**config.mk**
```make
export PLATFORM = sky130hd
export DESIGN_NAME = dcpsp_slave
export DESIGN_NICKNAME = d
export VERILOG_FILES = /design/src/rtl/dcpsp_pkg.sv /design/src/rtl/dcpsp_nv_if.sv /design/src/rtl/dcpsp_slave.sv /design/src/rtl/dcpsp_nv_mem.sv
export SDC_FILE = /design/constraint.sdc
export NUM_CORES = 1
export LEC_CHECK = 0
export BUFFER_PORTS_ARGS = -buffer_cell sky130_fd_sc_hd__buf_2
export CAP_MARGIN = 20
export CORE_ASPECT_RATIO = 1.1
export CORE_UTILIZATION = 65
export CTS_BUF_LIST = sky130_fd_sc_hd__clkbuf_2 sky130_fd_sc_hd__clkbuf_4 sky130_fd_sc_hd__clkbuf_8
export CTS_CLUSTER_SIZE = 12
export DETAILED_ROUTE_END_ITERATION = 6
export PLACE_DENSITY = 0.88
export SETUP_SLACK_MARGIN = 0.2
export SYNTH_ARGS = -nofsm -noshare
export SYNTH_HDL_FRONTEND = slang
export SYNTH_SLANG_ARGS = --single-unit
export TNS_END_PERCENT = 5
```
**constraint.sdc**
```tcl
create_clock -name mclk -period 7.2 [get_ports mclk]
set_clock_uncertainty 0.2 [all_clocks]
set_input_delay 1.44 -clock mclk [delete_from_list [all_inputs] [get_ports mclk]]
set_output_delay 1.44 -clock mclk [all_outputs]
set_load 0.01 [all_outputs]
```
**src/rtl/dcpsp_pkg.sv**
```systemverilog
// Package of constants for the potentiometer serial slave port
package dcpsp_pkg;
	// Instruction byte fields
	localparam int INSTR_MSB    = 7;
	localparam int INSTR_LSB    = 5;
	localparam int ADDR_MSB     = 4;
	localparam int ADDR_LSB     = 0;
	// Instruction codes
	localparam logic [2:0] OP_READ  = 3'h3;
	localparam logic [2:0] OP_WRITE = 3'h2;
	// Register addresses
	localparam logic [4:0] ADDR_WIPER0 = 5'h00;
	localparam logic [4:0] ADDR_WIPER1 = 5'h01;
	localparam logic [4:0] ADDR_RSVD   = 5'h0f;
	localparam logic [4:0] ADDR_ACR    = 5'h10;
	localparam int GP_FIRST = 2;
	localparam int GP_LAST  = 14;
	// Access control field positions
	localparam int ACR_VOL  = 7;
	localparam int ACR_SHUTDOWN_N_BIT = 6;
	localparam int ACR_WIP  = 5;
	localparam int ACR_OUT  = 1;
	// Reset values
	localparam logic [7:0] WIPER_RESET = 8'h80;
	localparam logic [7:0] NV_RESET    = 8'h80;
	localparam logic       VOL_RESET   = 1'b0;
	localparam logic       SHUTDOWN_N_BIT_RESET  = 1'b1;
	localparam logic       OUT_RESET   = 1'b0;
	// Timing and store depth
	localparam int CLK_HZ       = 25_000_000;
	localparam int NVWRITE_MS   = 20;
	localparam int NVWRITE_CYC  = CLK_HZ / 1000 * NVWRITE_MS;
	localparam int NV_DEPTH     = 16;
endpackage : dcpsp_pkg

```
**src/rtl/dcpsp_nv_if.sv**
```systemverilog
// Interface between the port logic and its non-volatile store
interface dcpsp_nv_if;
	logic       wrEn;
	logic [3:0] wrAddr;
	logic [7:0] wrData;
	logic [3:0] rdAddr;
	logic [7:0] rdData;
	modport port (output wrEn, output wrAddr, output wrData, output rdAddr, input rdData);
	modport mem  (input wrEn, input wrAddr, input wrData, input rdAddr, output rdData);
endinterface : dcpsp_nv_if

```
**src/rtl/dcpsp_slave.sv**
```systemverilog
// Serial slave port of a dual digital potentiometer
module dcpsp_slave
	import dcpsp_pkg::*;
#(
	parameter int NV_WRITE_CYCLES = NVWRITE_CYC
)(
	// Clock, reset, enable
	input  wire logic       mclk,
	input  wire logic       rstn,
	input  wire logic       clkEn,
	// Serial link pins
	input  wire logic       sck,
	input  wire logic       csN,
	input  wire logic       sdi,
	output logic            sdoOut,
	output logic            sdoOeN,
	// Potentiometer state
	output logic [7:0]      wiper0,
	output logic [7:0]      wiper1,
	output logic            shutdownActive,
	output logic            standby,
	output logic            writeBusy
);
	// Refuse a write cycle count the busy counter cannot serve
	if (NV_WRITE_CYCLES < 1) begin : g_bad_cycles
		$error("NV_WRITE_CYCLES must be at least one");
	end

	typedef enum logic [2:0] {
		ST_IDLE = 3'b001,
		ST_CMD  = 3'b010,
		ST_DATA = 3'b100
	} dcpsp_state_t;

	typedef struct packed {
		logic [1:0]   sckSync;
		logic [1:0]   csSync;
		logic [1:0]   sdiSync;
		logic         sckPrev;
		logic         csPrev;
		logic         armed;
		dcpsp_state_t state;
		logic [2:0]   bitCnt;
		logic [7:0]   shiftIn;
		logic [7:0]   shiftOut;
		logic [2:0]   opcode;
		logic [4:0]   addr;
		logic [7:0]   wrData;
		logic         wrPend;
		logic [7:0]   wiper0;
		logic [7:0]   wiper1;
		logic         volatile_select_bit;
		logic         shdnN;
		logic         odMode;
		logic [31:0]  busyCnt;
		logic         sdo;
	} dcpsp_reg_t;

	dcpsp_reg_t  r_ff, nxt_r;
	dcpsp_nv_if  nv ();

	dcpsp_nv_mem u_nv (
		.mclk  (mclk),
		.rstn  (rstn),
		.clkEn (clkEn),
		.nv    (nv)
	);

	// Value the device presents for a register address
	function automatic logic [7:0] readValue(input dcpsp_reg_t s, input logic [7:0] nvData);
		logic [7:0] v;
		v = 8'h00;
		if (s.addr == ADDR_ACR) begin
			v[ACR_VOL]  = s.volatile_select_bit;
			v[ACR_SHUTDOWN_N_BIT] = s.shdnN;
			v[ACR_WIP]  = (s.busyCnt != 32'h0);
			v[ACR_OUT]  = s.odMode;
		end else if (s.addr == ADDR_WIPER0 && s.volatile_select_bit) begin
			v = s.wiper0;
		end else if (s.addr == ADDR_WIPER1 && s.volatile_select_bit) begin
			v = s.wiper1;
		end else if (s.addr[4] == 1'b0 && s.addr != ADDR_RSVD) begin
			v = nvData;
		end
		return v;
	endfunction : readValue

	////////////////////////////////////////////////////////////////////////
	logic       sckRise;
	logic       sckFall;
	logic       csLow;
	logic       csRise;
	logic       busy;
	logic       nvWrite;
	logic [7:0] rdVal;

	always_comb begin
		nxt_r   = r_ff;
		nvWrite = 1'b0;
		nxt_r.sckSync = {r_ff.sckSync[0], sck};
		nxt_r.csSync  = {r_ff.csSync[0], csN};
		nxt_r.sdiSync = {r_ff.sdiSync[0], sdi};
		nxt_r.sckPrev = r_ff.sckSync[1];
		nxt_r.csPrev  = r_ff.csSync[1];
		sckRise = r_ff.sckSync[1] & ~r_ff.sckPrev;
		sckFall = ~r_ff.sckSync[1] & r_ff.sckPrev;
		csLow   = ~r_ff.csSync[1];
		csRise  = r_ff.csSync[1] & ~r_ff.csPrev;
		busy    = (r_ff.busyCnt != 32'h0);
		rdVal   = readValue(r_ff, nv.rdData);

		if (busy)
			nxt_r.busyCnt = r_ff.busyCnt - 32'h1;

		// Nothing counts until the first select falling edge
		if (!r_ff.csSync[1] && r_ff.csPrev)
			nxt_r.armed = 1'b1;

		if (!csLow || !r_ff.armed) begin
			nxt_r.state  = ST_IDLE;
			nxt_r.bitCnt = 3'h0;
			// Next frame starts low, so open drain drives in the opcode byte
			nxt_r.sdo    = 1'b0;
		end else begin
			if (r_ff.state == ST_IDLE)
				nxt_r.state = ST_CMD;
			if (sckRise) begin
				nxt_r.shiftIn = {r_ff.shiftIn[6:0], r_ff.sdiSync[1]};
				nxt_r.bitCnt  = r_ff.bitCnt + 3'h1;
				if (r_ff.bitCnt == 3'h7) begin
					unique case (nxt_r.state)
						ST_CMD: begin
							nxt_r.opcode = nxt_r.shiftIn[INSTR_MSB:INSTR_LSB];
							nxt_r.addr   = nxt_r.shiftIn[ADDR_MSB:ADDR_LSB];
							nxt_r.state  = ST_DATA;
						end
						ST_DATA: begin
							if (r_ff.opcode == OP_WRITE) begin
								nxt_r.wrData = nxt_r.shiftIn;
								nxt_r.wrPend = 1'b1;
							end
						end
						default: nxt_r.state = ST_IDLE;
					endcase
				end
			end
			if (sckFall) begin
				if (r_ff.state == ST_DATA && r_ff.bitCnt == 3'h0)
					nxt_r.shiftOut = rdVal;
				else
					nxt_r.shiftOut = {r_ff.shiftOut[6:0], 1'b0};
				if (r_ff.state == ST_DATA && r_ff.opcode == OP_READ) begin
					nxt_r.sdo = (r_ff.bitCnt == 3'h0) ? rdVal[7] : r_ff.shiftOut[6];
				end else begin
					nxt_r.sdo = 1'b0;
				end
			end
		end

		// Commit the last full write byte when select rises
		if (csRise && r_ff.wrPend) begin
			nxt_r.wrPend = 1'b0;
			if (r_ff.addr == ADDR_ACR && !busy) begin
				nxt_r.volatile_select_bit    = r_ff.wrData[ACR_VOL];
				nxt_r.shdnN  = r_ff.wrData[ACR_SHUTDOWN_N_BIT];
				nxt_r.odMode = r_ff.wrData[ACR_OUT];
			end else if (!busy && (r_ff.addr == ADDR_WIPER0 || r_ff.addr == ADDR_WIPER1)) begin
				if (r_ff.addr[0])
					nxt_r.wiper1 = r_ff.wrData;
				else
					nxt_r.wiper0 = r_ff.wrData;
				if (!r_ff.volatile_select_bit) begin
					nvWrite       = 1'b1;
					nxt_r.busyCnt = 32'(NV_WRITE_CYCLES);
				end
			end else if (!busy && !r_ff.volatile_select_bit && r_ff.addr >= 5'(GP_FIRST)
				&& r_ff.addr <= 5'(GP_LAST)) begin
				nvWrite       = 1'b1;
				nxt_r.busyCnt = 32'(NV_WRITE_CYCLES);
			end
		end
	end

	assign nv.wrEn   = nvWrite;
	assign nv.wrAddr = r_ff.addr[3:0];
	assign nv.wrData = r_ff.wrData;
	assign nv.rdAddr = r_ff.addr[3:0];

	////////////////////////////////////////////////////////////////////////
	always_ff @(posedge mclk) begin
		if (!rstn) begin
			r_ff <= '{sckSync: 2'h0, csSync: 2'h3, sdiSync: 2'h0, sckPrev: 1'b0,
				csPrev: 1'b1, armed: 1'b0, state: ST_IDLE, bitCnt: 3'h0,
				shiftIn: 8'h00, shiftOut: 8'h00, opcode: 3'h0, addr: 5'h00,
				wrData: 8'h00, wrPend: 1'b0, wiper0: WIPER_RESET,
				wiper1: WIPER_RESET, volatile_select_bit: VOL_RESET, shdnN: SHUTDOWN_N_BIT_RESET,
				odMode: OUT_RESET, busyCnt: 32'h0, sdo: 1'b0};
		end else if (clkEn) begin
			r_ff <= nxt_r;
		end
	end

	////////////////////////////////////////////////////////////////////////
	// Enable low drives; open drain only pulls zeros down
	always_comb begin
		sdoOut = r_ff.sdo;
		if (!(~r_ff.csSync[1] && r_ff.armed))
			sdoOeN = 1'b1;
		else if (r_ff.odMode)
			sdoOeN = r_ff.sdo;
		else
			sdoOeN = 1'b0;
	end

	assign wiper0         = r_ff.wiper0;
	assign wiper1         = r_ff.wiper1;
	assign shutdownActive = ~r_ff.shdnN;
	assign writeBusy      = (r_ff.busyCnt != 32'h0);
	assign standby        = r_ff.csSync[1] && (r_ff.busyCnt == 32'h0);
endmodule : dcpsp_slave

```
**src/rtl/dcpsp_nv_mem.sv**
```systemverilog
// Small store modelling the non-volatile registers
module dcpsp_nv_mem
	import dcpsp_pkg::*;
(
	// Clock and reset
	input  wire logic mclk,
	input  wire logic rstn,
	input  wire logic clkEn,
	// Access
	dcpsp_nv_if.mem   nv
);
	typedef struct packed {
		logic [NV_DEPTH-1:0][7:0] cells;
		logic [7:0]               rd;
	} dcpsp_mem_t;
	dcpsp_mem_t st_ff, nxt_st;

	always_comb begin
		nxt_st = st_ff;
		if (nv.wrEn)
			nxt_st.cells[nv.wrAddr] = nv.wrData;
		nxt_st.rd = st_ff.cells[nv.rdAddr];
	end

	always_ff @(posedge mclk) begin
		if (!rstn) begin
			st_ff <= '{cells: {NV_DEPTH{NV_RESET}}, rd: 8'h00};
		end else if (clkEn) begin
			st_ff <= nxt_st;
		end
	end

	assign nv.rdData = st_ff.rd;
endmodule : dcpsp_nv_mem

```
==> impl_summary.md <==
Critical path
Across all register-to-register paths, the minimum setup slack is ~3.3 ns. The kind of critical path is reg -> out. The maximum cell stage delay along the critical path is roughly 0.83 ns.

Data on the critical path is required at its endpoint by roughly 5.6 ns. The critical path launch point type is a flop. The type of destination of the critical path is an output pin. STA puts the critical path data arrival time at 3.44 ns.

The cell family contributing the most delay on the critical path is simple AND/OR/NAND/NOR gates. The signal on the critical path passes through inv_1, ha_1, nor4b_1, nand3_1, nor3_1, inv_1, buf_2. On the critical path, the stage with the largest delay is an instance of nor3_1. In this run the worst path has a maximum fanout of 10. The buffering stage count on the worst path with inverters included is 3. Among the stages of the critical path, the cell type that occurs most often is inv_1.

Timing
After routing, the total negative slack on setup checks comes to 0 ns. The worst path uses a little over two thirds of the clock period. The relative slew slack is between 20% and 30%. Setup repair after global routing left no endpoint under its margin.

The pin slew with the least headroom to its limit is 1.10 ns. The setup-violating endpoint count in the final report is 0. The number of max-slew violations in the final report is 0. Based on the critical path, the design can be clocked at up to 197 MHz. The final hold violation count came to 0. After layout, the worst setup slack is 2.12 ns. For the finished layout, the period the worst path requires is 5.08 ns.

Cells and area
The number of fill cells is 1084. The post-layout net count is between 1k and 1.5k. Cells fill 72.1% of the core in the end. The post-route cell area is between 10000 and 15000 um^2. The number of antenna diodes in the final layout is 0. The area added between synthesis and finish is 7.87%.

Cells with a size suffix above 1 make up between 10% and 20% of the layout.

Synth
Among all flip-flop cells after synthesis, the most frequent one is dfxtp_1. The mapped netlist covers 10500 um^2. After synthesis, the cell types taking the most area are dfxtp_1 (45%), mux2i_1 (16%), mux4_2 (6.8%). The synthesized netlist net count is between 1k and 1.5k. The top cell type by area accounts for between 40 and 50% of the synthesized area.

The average cell area after synthesis is 10.0 um^2. Of all cell types, the one taking the most synthesized area is dfxtp_1. The Yosys step of the flow raised 0 warnings. Among all cell types in the netlist, the one instantiated most often is dfxtp_1. The number of enable-type register cells in the synthesized netlist is 0.

The fraction of the yosys area taken by sequential cells is approximately 45%. After technology mapping, the gate count stands at roughly 1.1k. The flop and latch count out of synthesis is between 200 and 250. Counting flops with an async set or reset pin after synthesis yields a share of 0%. The commonest cells after synthesis are dfxtp_1 (234), mux2i_1 (166), nand2_1 (151).

The number of distinct standard cells referenced by the synthesized netlist is between 50 and 60.

Pwr
Power comes to around 3500 uW. The static leakage power is approximately 0.0039 uW. The peak supply drop is 234 uV. The power per cell area is roughly 310 nW/um^2.

Drt
The wire length reported by the detailed router is between 20 and 25 mm. Dividing the detail-routed via count by the number of cells gives between 6 and 7. The first routing iteration left approximately 750 violations.

The average routed wire per standard cell is approximately 19 um. The number of search-and-repair iterations in the first detailed-routing pass is 5. The count of nets left with antenna violations once routing finished came out at 0.

After detailed routing, the number of remaining DRC violations is 0. The total via count after detailed routing is 7948.

Floorplanning
Once the floorplan was initialized, standard cells occupied about two thirds of the core. The floorplan step defined a core boundary enclosing roughly 16000 um^2. The vertical die dimension is approximately 140 um. The boundary pin count is 27. In this run the core area contains between 40 and 50 standard-cell rows. The die covers ~17000 um^2. The horizontal extent of the die is roughly 120 um.

CTS
TritonCTS built the clock tree. Clock tree synthesis inserted a total of 37 buffers. The H-tree was split into 2 levels. After clock tree synthesis, the clock-pin slew on the worst setup and hold paths is ~0.06 ns. The number of buffers inserted to repair setup after CTS is 0. The later pin in the worst-skew pair is clocked with a latency of roughly 0.53 ns. The clock passes through at most 3 buffers. CTS saw 234 sinks. Clock tree synthesis selected as its root buffer the cell clkbuf_8. The hold buffer count at CTS is 0.

The number of gates resized after CTS was 0.

GRT
The number of global-route vias before repair is between 7k and 8k. The number of antenna violations at the first check in global routing was 0. The pin count of the biggest net entering global routing is 95. The total congestion overflow is 0. The first global-routing pass estimated about 38 mm of wire. The aggregate global-route resource usage is around 29%.

Placement
The number of port buffers is 26. The global placer's final weighted congestion is between 0.8 and 0.9. The placed instance area is 10600 um^2. The setup slack after placement is between 2 and 3 ns. Detailed placement finished with a half-perimeter wire length of ~15 mm.

Run status
The flow ran to the end, and the final reports show no timing, DRC or antenna violations.

Flow run
The number of maximum-capacitance violations is 0.

Worst hold path
The type of the most critical hold path is reg -> reg.
[routing by layer]
layer / vias up / global-route usage, % / part of all wire [%] / routed length [um]
li1: 3737 / - / - / -
met1: 3841 / 36.2 / 42 / 10100
met2: 305 / 48.0 / 49 / 11700
met3: 65 / 4.80 / 5.7 / 1370
met4: 0 / 15.0 / 3.7 / 895
met5: - / 0 / 0 / 0
[final cells by class]
class                           instances  area [um^2]  area share [%]
Tap cell                              200          250            2.20
Multi-Input combinational cell        718         5390            47.5
Inverter                               12         45.0           0.397
Clock buffer                           57          722            6.36
Sequential cell                       234         4690            41.3
Timing Repair Buffer                   34          193            1.70
Clock inverter                          8         67.6           0.595
[placed cells by master (no fill, tap or decap), types with 12 or more instances in the layout]
cell type / count
dfxtp_1: 232
mux2i_1: 166
nand2_1: 151
nor2_1: 79
clkbuf_8: 47
a21oi_1: 39
mux4_2: 32
buf_2: 25
o21ai_0: 20
a22oi_1: 19
or4_1: 18
nor3_4: 15
or3_1: 13
nor3_1: 12
[per-stage QoR]
step           std cells  hold slack, ns
2_1_floorplan       1051           0.205
3_3_place_gp        1198           0.224
3_5_place_dp        1198           0.228
4_1_cts             1263           0.243
5_1_grt             1263           0.271
6_report            1263           0.243
[final timing paths]
check | start | to | depth (start not counted)
worst max-delay path | r_ff[1]$_SDFFE_PN0P_ | writeBusy | 7
worst min register to register | u_nv.st_ff[135]$_SDFFE_PN1P_ | u_nv.st_ff[135]$_SDFFE_PN1P_ | 1
worst max register to register | r_ff[1]$_SDFFE_PN0P_ | u_nv.st_ff[56]$_SDFFE_PN0P_ | 8
worst min-delay path | u_nv.st_ff[135]$_SDFFE_PN1P_ | u_nv.st_ff[135]$_SDFFE_PN1P_ | 1
[state kept, by name (all words and copies together) (netlist names)]
| name | flops |
|---|---|
| u_nv.st_ff | 128 |
| nv.rdAddr | 4 |
| r_ff | 64 |
| wiper1 | 8 |
| nv.wrData | 8 |
| sdoOut | 1 |
| u_nv.nv.rdData | 8 |
| nxt_r | 5 |
| wiper0 | 8 |
[where the power goes]
part           internal, uW  switching, uW
Sequential             1370           77.0
Clock                   675            518
Combinational           282            562
Total                  2330           1160
[cell families (layout without fill, tap and decap cells)]
family                   Yosys count  in the layout  share of synthesized area [%]
adder cells (fa/ha/maj)            4              4                          0.476
AND/OR/NAND/NOR                  371            371                           18.7
multiplexers                     199            199                           22.7
AO/OA/AOI/OAI                    135            135                           8.48
buffers and inverters             99            111                           4.35
XOR/XNOR                           9              9                          0.749
flip-flops                       234            234                           44.5
[worst reg2reg max path, stage by stage, from the launching register on]
cell	delay, ns
dfxtp_1	0.34
inv_1	0.07
ha_1	0.16
nor4b_1	0.71
nand4bb_1	0.61
or4_1	0.62
buf_4	0.28
nor3_4	0.55
mux2i_1	0.31
Note: power is estimated with default switching activity, not from simulation.
